[config.mk]
export PLATFORM = sky130hd
export DESIGN_NAME = reset_source_recovery
export DESIGN_NICKNAME = d
export VERILOG_FILES = /design/src/core/reset_source_pkg.sv /design/src/core/debug_error_monitor.sv /design/src/core/reset_source_recovery.sv
export VERILOG_INCLUDE_DIRS = /design/src /design/src/core
export SDC_FILE = /design/constraint.sdc
export NUM_CORES = 1
export LEC_CHECK = 0
export BUFFER_PORTS_ARGS = -buffer_cell sky130_fd_sc_hd__buf_2
export CAP_MARGIN = 20
export CORE_MARGIN = 8
export CORE_UTILIZATION = 30
export DETAILED_ROUTE_END_ITERATION = 6
export GPL_ROUTABILITY_DRIVEN = 0
export PLACE_DENSITY_LB_ADDON = 0.1
export REMOVE_ABC_BUFFERS = 1
export SYNTH_ARGS = -nofsm -noshare
export SYNTH_HDL_FRONTEND = slang
export SYNTH_HIERARCHICAL = 1
export SYNTH_SLANG_ARGS = --single-unit
[constraint.sdc]
create_clock -name clk_i -period 2.16 [get_ports clk_i]
set_input_delay 0.108 -clock clk_i [delete_from_list [all_inputs] [get_ports clk_i]]
set_output_delay 0.108 -clock clk_i [all_outputs]
set_load 0.03 [all_outputs]
[src/core/reset_source_map.svh]
`ifndef RESET_SOURCE_MAP_SVH
`define RESET_SOURCE_MAP_SVH

// Bit positions inside the reset source register.
`define POR_FLAG_BIT 7
`define STOP_FLAG_BIT 6
`define WDT_FLAG_BIT 5
`define EXTERNAL_RESET_FLAG_BIT 4

// Value after a power-on reset: only the power-on flag is set.
`define RESET_SOURCE_RESET_VAL 8'h80
// Mask that keeps the lower four bits when the register is read.
`define RESET_SOURCE_KEEP_MASK 8'h0f
// Watchdog control value after reset.
`define WDT_CTRL_RESET_VAL 8'h00

// Timing of the reset pin glitch filter.
`define CLK_PERIOD_NS 50
`define PIN_FILTER_NS 12
`define PIN_FILTER_CYC \
  (((`PIN_FILTER_NS + `CLK_PERIOD_NS - 1) / `CLK_PERIOD_NS) < 1 ? 1 : \
   ((`PIN_FILTER_NS + `CLK_PERIOD_NS - 1) / `CLK_PERIOD_NS))

// Break length on the debug line, in bit periods.
`define BREAK_BITS 9
// Data bits in one debug character.
`define CHAR_BITS 8

`endif

[src/core/reset_source_pkg.sv]
`default_nettype none

package reset_source_pkg;

  // Error conditions seen by the debug unit, one pulse each.
  typedef struct packed {
    logic brk;
    logic framing;
    logic collision;
  } debug_err_t;

  // Receiver states of the debug line monitor.
  typedef enum logic [3:0] {
    RX_IDLE  = 4'b0001,
    RX_START = 4'b0010,
    RX_DATA  = 4'b0100,
    RX_STOP  = 4'b1000
  } rx_state_t;

endpackage : reset_source_pkg

`default_nettype wire

[src/core/debug_error_monitor.sv]
`timescale 1ns/1ps
`default_nettype none
`include "reset_source_map.svh"

module debug_error_monitor #(
  parameter int BIT_CYC = 16
) (
  input wire logic clk_i,
  input wire logic nrst_i,
  input wire logic line_i,
  input wire logic tx_oe_i,
  input wire logic tx_data_i,
  output var reset_source_pkg::debug_err_t err_o,
  output logic debug_reset_o
);
  import reset_source_pkg::*;

  localparam int BREAK_CYC = `BREAK_BITS * BIT_CYC;
  localparam int CW = $clog2(BREAK_CYC + 1);
  localparam int BW = $clog2(BIT_CYC + 1);

  if (BIT_CYC < 4) begin : g_bad_bit
    $error("BIT_CYC must be at least 4");
  end

  logic [CW-1:0] low_cnt_reg;
  logic [BW-1:0] bit_cnt_reg;
  logic [3:0] bit_idx_reg;
  rx_state_t state_reg;
  logic line_prev_reg;
  logic [1:0] tx_oe_dly_reg;
  logic [1:0] tx_data_dly_reg;
  debug_err_t err_next;

  // Counts consecutive low cycles on the line, saturating.
  always_ff @(posedge clk_i or negedge nrst_i) begin
    if (!nrst_i) begin
      low_cnt_reg <= '0;
    end else if (line_i) begin
      low_cnt_reg <= '0;
    end else if (low_cnt_reg != CW'(BREAK_CYC)) begin
      low_cnt_reg <= low_cnt_reg + CW'(1);
    end
  end

  // Delays the transmit drive to line up with the synchronised line.
  always_ff @(posedge clk_i or negedge nrst_i) begin
    if (!nrst_i) begin
      tx_oe_dly_reg <= 2'h0;
      tx_data_dly_reg <= 2'h3;
      line_prev_reg <= 1'b1;
    end else begin
      tx_oe_dly_reg <= {tx_oe_dly_reg[0], tx_oe_i};
      tx_data_dly_reg <= {tx_data_dly_reg[0], tx_data_i};
      line_prev_reg <= line_i;
    end
  end

  // Follows one character bit by bit; only the start and stop bits are sampled, each in its middle.
  always_ff @(posedge clk_i or negedge nrst_i) begin
    if (!nrst_i) begin
      state_reg <= RX_IDLE;
      bit_cnt_reg <= '0;
      bit_idx_reg <= 4'h0;
    end else begin
      unique case (state_reg)
        RX_IDLE: begin
          if (line_prev_reg && !line_i) begin
            state_reg <= RX_START;
            bit_cnt_reg <= BW'(BIT_CYC / 2 - 1);
          end
        end
        RX_START: begin
          if (bit_cnt_reg != '0) begin
            bit_cnt_reg <= bit_cnt_reg - BW'(1);
          end else if (line_i) begin
            state_reg <= RX_IDLE;
          end else begin
            state_reg <= RX_DATA;
            bit_cnt_reg <= BW'(BIT_CYC - 1);
            bit_idx_reg <= 4'h0;
          end
        end
        RX_DATA: begin
          if (bit_cnt_reg != '0) begin
            bit_cnt_reg <= bit_cnt_reg - BW'(1);
          end else begin
            bit_cnt_reg <= BW'(BIT_CYC - 1);
            bit_idx_reg <= bit_idx_reg + 4'h1;
            if (bit_idx_reg == 4'(`CHAR_BITS - 1)) begin
              state_reg <= RX_STOP;
            end
          end
        end
        RX_STOP: begin
          if (bit_cnt_reg != '0) begin
            bit_cnt_reg <= bit_cnt_reg - BW'(1);
          end else begin
            state_reg <= RX_IDLE;
          end
        end
      endcase
    end
  end

  // Error detection feeding the registered error pulses.
  always_comb begin
    err_next = '0;
    // (RULE4) Break detection point.
    err_next.brk = !line_i && (low_cnt_reg == CW'(BREAK_CYC - 1));
    // (RULE5) Framing error check.
    err_next.framing = (state_reg == RX_STOP) && (bit_cnt_reg == '0) &&
      !line_i;
    // (RULE6) Collision on release.
    err_next.collision = tx_oe_dly_reg[1] && tx_data_dly_reg[1] && !line_i;
  end

  // Registers the error pulses and the debug reset request.
  always_ff @(posedge clk_i or negedge nrst_i) begin
    if (!nrst_i) begin
      err_o <= '0;
      debug_reset_o <= 1'b0;
    end else begin
      err_o <= err_next;
      debug_reset_o <= |err_next;
    end
  end

  // Own run length of low samples, so the break check does not lean on
  // the counter that it guards.
  int low_run;
  always_ff @(posedge clk_i or negedge nrst_i) begin
    if (!nrst_i) begin
      low_run <= 0;
    end else if (line_i) begin
      low_run <= 0;
    end else if (low_run < BREAK_CYC) begin
      low_run <= low_run + 1;
    end
  end
endmodule : debug_error_monitor
`default_nettype wire

[src/core/reset_source_recovery.sv]
// Notes on behaviour
// (RULE1) Pin low in stop mode resets system.
// (RULE2) Short low pin pulses are ignored.
// (RULE3) Pin reset sets the external reset flag.
// (RULE4) Nine low bit periods start debug reset.
// (RULE5) Low stop bit starts debug reset.
// (RULE6) Transmit collision starts debug reset.
// (RULE7) Debug reset in stop mode resets system.
// (RULE8) Debug unit keeps state through that reset.
// (RULE9) That reset sets the power-on flag.
// (RULE10) Status register is read-only, shows latest cause.
// (RULE11) Reading clears the upper four bits afterwards.
// (RULE12) Reads give status, writes go to watchdog.
// (RULE13) Flags hold until read or new cause.
`timescale 1ns/1ps
`default_nettype none
`include "reset_source_map.svh"

module reset_source_recovery #(
  parameter int SYSRST_CYC = 16,
  parameter int BIT_CYC = 16
) (
  input wire logic clk_i,
  input wire logic nrst_i,
  input wire logic reset_pin_n_i,
  input wire logic debug_serial_pin_i,
  input wire logic debug_tx_oe_i,
  input wire logic debug_tx_data_i,
  input wire logic stop_mode_i,
  input wire logic wdt_timeout_i,
  input wire logic status_rd_i,
  input wire logic ctrl_wr_i,
  input wire logic [7:0] ctrl_wdata_i,
  output logic [7:0] status_rdata_o,
  output logic status_rvalid_o,
  output logic [7:0] wdt_ctrl_o,
  output logic wdt_ctrl_wr_o,
  output logic sys_reset_o,
  output var reset_source_pkg::debug_err_t debug_err_o
);
  import reset_source_pkg::*;

  localparam int FILT = `PIN_FILTER_CYC;
  localparam int FW = $clog2(FILT + 1);
  localparam int HW = $clog2(SYSRST_CYC + 1);

  if (SYSRST_CYC < 1) begin : g_bad_hold
    $error("SYSRST_CYC must be at least 1");
  end

  logic pin_meta_reg;
  logic pin_sync_reg;
  logic line_meta_reg;
  logic line_sync_reg;
  logic [FW-1:0] low_cnt_reg;
  logic [FW-1:0] low_cnt_next;
  logic pin_filt_reg;
  logic pin_filt_next;
  logic pin_evt;
  logic debug_reset;
  logic debug_stop_evt;
  logic any_evt;
  logic [HW-1:0] hold_cnt_reg;
  logic [HW-1:0] hold_cnt_next;
  logic [7:0] status_reg;
  logic [7:0] cause;

  // Builds a cause value, adding the stop flag when asleep.
  function automatic logic [7:0] cause_val(input int bit_pos,
                                           input logic in_stop);
    logic [7:0] v;
    v = 8'h00;
    v[bit_pos] = 1'b1;
    v[`STOP_FLAG_BIT] = in_stop;
    return v;
  endfunction : cause_val

  // Two-stage synchronisers for both pins.
  always_ff @(posedge clk_i or negedge nrst_i) begin
    if (!nrst_i) begin
      pin_meta_reg <= 1'b1;
      pin_sync_reg <= 1'b1;
      line_meta_reg <= 1'b1;
      line_sync_reg <= 1'b1;
    end else begin
      pin_meta_reg <= reset_pin_n_i;
      pin_sync_reg <= pin_meta_reg;
      line_meta_reg <= debug_serial_pin_i;
      line_sync_reg <= line_meta_reg;
    end
  end

  // Glitch filter: the pin must stay low for the full width.
  always_comb begin
    low_cnt_next = low_cnt_reg;
    // (RULE2) Low width counting.
    if (pin_sync_reg) begin
      low_cnt_next = '0;
    end else if (low_cnt_reg != FW'(FILT)) begin
      low_cnt_next = low_cnt_reg + FW'(1);
    end
    pin_filt_next = (low_cnt_next == FW'(FILT));
  end

  // Filter state.
  always_ff @(posedge clk_i or negedge nrst_i) begin
    if (!nrst_i) begin
      low_cnt_reg <= '0;
      pin_filt_reg <= 1'b0;
    end else begin
      low_cnt_reg <= low_cnt_next;
      pin_filt_reg <= pin_filt_next;
    end
  end

  // The debug unit runs only on the power-on reset, not on sys_reset_o.
  // (RULE8) Debug unit isolation.
  debug_error_monitor #(
    .BIT_CYC(BIT_CYC)
  ) u_debug_mon (
    .clk_i(clk_i),
    .nrst_i(nrst_i),
    .line_i(line_sync_reg),
    .tx_oe_i(debug_tx_oe_i),
    .tx_data_i(debug_tx_data_i),
    .err_o(debug_err_o),
    .debug_reset_o(debug_reset)
  );

  // Events and the cause they report, pin first.
  always_comb begin
    pin_evt = pin_filt_next && !pin_filt_reg;
    // (RULE7) Debug reset in stop.
    debug_stop_evt = debug_reset && stop_mode_i;
    any_evt = pin_evt || debug_stop_evt || wdt_timeout_i;
    if (pin_evt) begin
      // (RULE3) External reset cause.
      cause = cause_val(`EXTERNAL_RESET_FLAG_BIT, stop_mode_i);
    end else if (debug_stop_evt) begin
      // (RULE9) Power-on cause.
      cause = cause_val(`POR_FLAG_BIT, 1'b0);
    end else begin
      cause = cause_val(`WDT_FLAG_BIT, stop_mode_i);
    end
  end

  // System reset stretcher, held while the pin is low as well.
  always_comb begin
    hold_cnt_next = hold_cnt_reg;
    // (RULE1) Pin drives system reset.
    if (pin_filt_next || debug_stop_evt) begin
      hold_cnt_next = HW'(SYSRST_CYC);
    end else if (hold_cnt_reg != '0) begin
      hold_cnt_next = hold_cnt_reg - HW'(1);
    end
  end

  // Reset output register.
  always_ff @(posedge clk_i or negedge nrst_i) begin
    if (!nrst_i) begin
      hold_cnt_reg <= '0;
      sys_reset_o <= 1'b0;
    end else begin
      hold_cnt_reg <= hold_cnt_next;
      sys_reset_o <= (hold_cnt_next != '0);
    end
  end

  // Status register: a new cause wins over the read clear.
  always_ff @(posedge clk_i or negedge nrst_i) begin
    if (!nrst_i) begin
      status_reg <= `RESET_SOURCE_RESET_VAL;
    end else if (any_evt) begin
      // (RULE13) Latest cause overwrites.
      status_reg <= cause;
    end else if (status_rd_i) begin
      // (RULE11) Read clears upper bits.
      status_reg <= status_reg & `RESET_SOURCE_KEEP_MASK;
    end
  end

  // Read port returns the value before the clear.
  always_ff @(posedge clk_i or negedge nrst_i) begin
    if (!nrst_i) begin
      status_rdata_o <= 8'h00;
      status_rvalid_o <= 1'b0;
    end else begin
      // (RULE10) Read-only status view.
      status_rvalid_o <= status_rd_i;
      if (status_rd_i) begin
        status_rdata_o <= status_reg;
      end
    end
  end

  // Writes at the shared address land in the watchdog control.
  always_ff @(posedge clk_i or negedge nrst_i) begin
    if (!nrst_i) begin
      wdt_ctrl_o <= `WDT_CTRL_RESET_VAL;
      wdt_ctrl_wr_o <= 1'b0;
    end else begin
      // (RULE12) Shared address split.
      wdt_ctrl_wr_o <= ctrl_wr_i;
      if (ctrl_wr_i) begin
        wdt_ctrl_o <= ctrl_wdata_i;
      end
    end
  end
endmodule : reset_source_recovery
`default_nettype wire

==> impl_metrics.tcl <==
set metrics [dict create \
    drc 0 \
    gr-total-overflow 0 \
    p_comb_share_pct 28.3 \
    worst_setup_path_start_kind "register" \
    crit_path_max_incr_delay_ns 0.53 \
    r2r_start "u_debug_mon/bit_cnt_reg[1]" \
    fp-row-count 34 \
    p_int_uw 2550 \
    synth.distinct_cells 54 \
    netSwitchingFraction_pct 29.5 \
    core_area_mm2 0.00868 \
    synth_warnings 6 \
    p_clk_share_pct 33.8 \
    hold_violations 0 \
    synth_edf_count 0 \
    max_freq_mhz 474 \
    ctsHtreeMaxLevel 3 \
    layout_commonest_cell "dfrtp_1" \
    hold-worst-slack_ns 0.0645 \
    dr.pass1.iters 4 \
    cts_root_buffer "clkbuf_8" \
    cts.clk_slew.worst_paths_ns 0.07 \
    dpl.hpwl_um 3640 \
    num_vias 1891 \
    syn_inst 226 \
    fp.dieW_um 110 \
    worstPathCellList "inv_2 > ha_4 > or4b_4 > a2111oi_4 > a31o_4 > mux2_4" \
    wire_per_inst_um 13.5 \
    synth.cell_area_mm2 0.00268 \
    track_usage_pct 9.43 \
    syn_avg_cell_area_um2 11.8 \
    endpoint_kind "register" \
    cts_buffer_depth 2 \
    n_antenna_cell 0 \
    grt_pass1_vias 1974 \
    final_nets 320 \
    syn_to_final_growth_pct 30.3 \
    crit_start "u_debug_mon/bit_cnt_reg[1]" \
    clk_latency_ns 0.33 \
    drive_above_1_share_pct 31.2 \
    setup_viol 0 \
    routed_wl_um 5520 \
    slowest_stage "or4b_4" \
    die_y_um 110 \
    power_switching_uw 1070 \
    reg2reg_depth 6 \
    final_max_slew_viol_count 0 \
    first_iter_violations 91 \
    numCtsBuffers 9 \
    die_area_mm2 0.0122 \
    worst_pin_slew_ns 0.757 \
    leakagePower_uw 0.00157 \
    grt_pass1_wl_um 9560 \
    status "complete, no violations" \
    ioPinCount 40 \
    fin_crit_ns 2.11 \
    critPathKind "register to register" \
    critical_path_arrival_ns 2.33 \
    vdd_ir_drop_max_mv 0.321 \
    final_cell_mix "50 x dfrtp_1, 35 x buf_2, 20 x nor2_1, 17 x buf_4, 16 x dlygate4sd3_1" \
    synth-async-reset-ratio_pct 100 \
    pwr-share-seq_pct 37.9 \
    synth-main-ff-cell "dfrtp_1" \
    slew_headroom_pct 49.6 \
    post-route-period-util_pct 97.8 \
    vias_per_cell 4.62 \
    cp_max_fo 5 \
    critPathTopFamily "compound AO/OA/AOI/OAI gates" \
    start_util_pct 30.9 \
    clock_skew_ns 0.00979 \
    port_buffers 35 \
    cts_tree "built" \
    antenna_left 0 \
    nFillCells 856 \
    cp_num_cells 6 \
    rsz0062_at_grt "yes" \
    path_buf_inv 1 \
    clock-sinks 59 \
    min_path_type "primary input to register" \
    drv_cap 0 \
    synth_seq_cells 59 \
    ys_seq_area_share_pct 55.6 \
    design_area_mm2 0.00349 \
    power_density_mw_per_mm2 1040 \
    grt_antenna_before_repair 0 \
    crit_required_ns 2.38 \
    placed_area_mm2 0.00304 \
    hold_depth 4 \
    grt_max_degree 60 \
    worst_hold_startpoint "wdt_timeout_i" \
]
-- what timing repair did --
item | 4_1_cts | 5_1_grt
buffers inserted | 0 | 3
setup endpoints to repair | 1 | 4
endpoints found under the hold margin | 65 | 0
pin swaps | 1 | 2
hold buffers | 16 | 0
resized for setup | 2 | 6
-- metrics by stage --
stage	power [µW]	setup TNS (ns)	utilization [%]	instances	worst slack [ns]
CTS	3620	0	39.7	407	0.0275
global placement	2340	0	35.1	375	0.0393
global route	3870	-0.0893	40.2	409	-0.0392
detailed placement	2330	0	35.1	375	0.00342
floorplan	2010	-0.0200	-	217	-0.0200
finish	3620	0	40.2	409	0.0483
-- cell type report --
cell class                      instances  area (µm²)  area share [%]
Inverter                               15        56.3            1.61
Clock inverter                          4        97.6            2.80
Sequential cell                        59        1490            42.6
Tap cell                              108         135            3.87
Timing Repair Buffer                   68         463            13.3
Clock buffer                           12         145            4.16
Multi-Input combinational cell        143        1100            31.7
-- worst register-to-register path, stage by stage (launching register included) --
cell and delay (ns):
dfrtp_1 0.40, inv_2 0.09, ha_4 0.13, or4b_4 0.53, a2111oi_4 0.40, a31o_4 0.16
mux2_4 0.29
-- cell families (layout without fill, tap and decap cells) --
group	Yosys count	count (layout)	share of synthesized area, %
buffers and inverters	27	99	4.67
other	1	4	0.140
and+or+nand+nor	72	72	15.6
DFF	59	59	55.6
AOI/OAI and AO/OA	35	35	11.3
muxes	17	17	7.01
adders and majority gates	6	6	2.80
xor gates and xnor gates	9	9	2.94
-- cell usage after synthesis (3+ instances only) --
cell type   n  share of area, %
dfrtp_1    50                47
inv_1      15               2.1
ha_1        6               2.8
o21ai_0     6               1.1
xnor2_1     5               1.6
nand3_1     8               1.5
mux2i_1     3               1.1
mux2_2      3               1.3
xor2_1      4               1.3
nor4_1      3              0.70
nand2_1    10               1.4
dfstp_2     9               8.8
clkbuf_1    4              0.56
nand2b_1    5               1.2
nor2_1     20               2.8
nand3b_1    3              0.84
or3b_2      3              0.98
mux2_1     11               4.6
a21oi_1     7               1.3
nor4b_1     4               1.3
buf_4       4               1.1
-- power groups by stage --
stage | Combinational (µW) | Clock (µW) | Sequential [µW]
global route | 1150 | 1320 | 1400
floorplan | 539 | 0 | 1470
global placement | 951 | 0 | 1390
finish | 1020 | 1220 | 1370
detailed placement | 942 | 0 | 1390
CTS | 973 | 1270 | 1370
-- layer usage --
layer	up-vias	global-route usage (%)	share of wire (%)
li1	931	-	-
met1	924	11.6	46
met2	27	14.3	48
met3	9	3.84	4.2
met4	0	3.78	1.5
met5	-	0	0
-- path summary, 6_finish.rpt --
kind | to | slack [ns]
setup / recovery | u_debug_mon/bit_cnt_reg[3] | 0.05
hold / removal | status_reg[7] | 0.06
hold reg to reg | line_sync_reg | 0.36
min in group asynchronous | status_rdata_o[5] | 0.46
max in group asynchronous | u_debug_mon/bit_cnt_reg[4] | 1.20
setup reg to reg | u_debug_mon/bit_cnt_reg[3] | 0.05
No activity file was read; power rests on OpenSTA's default activity.
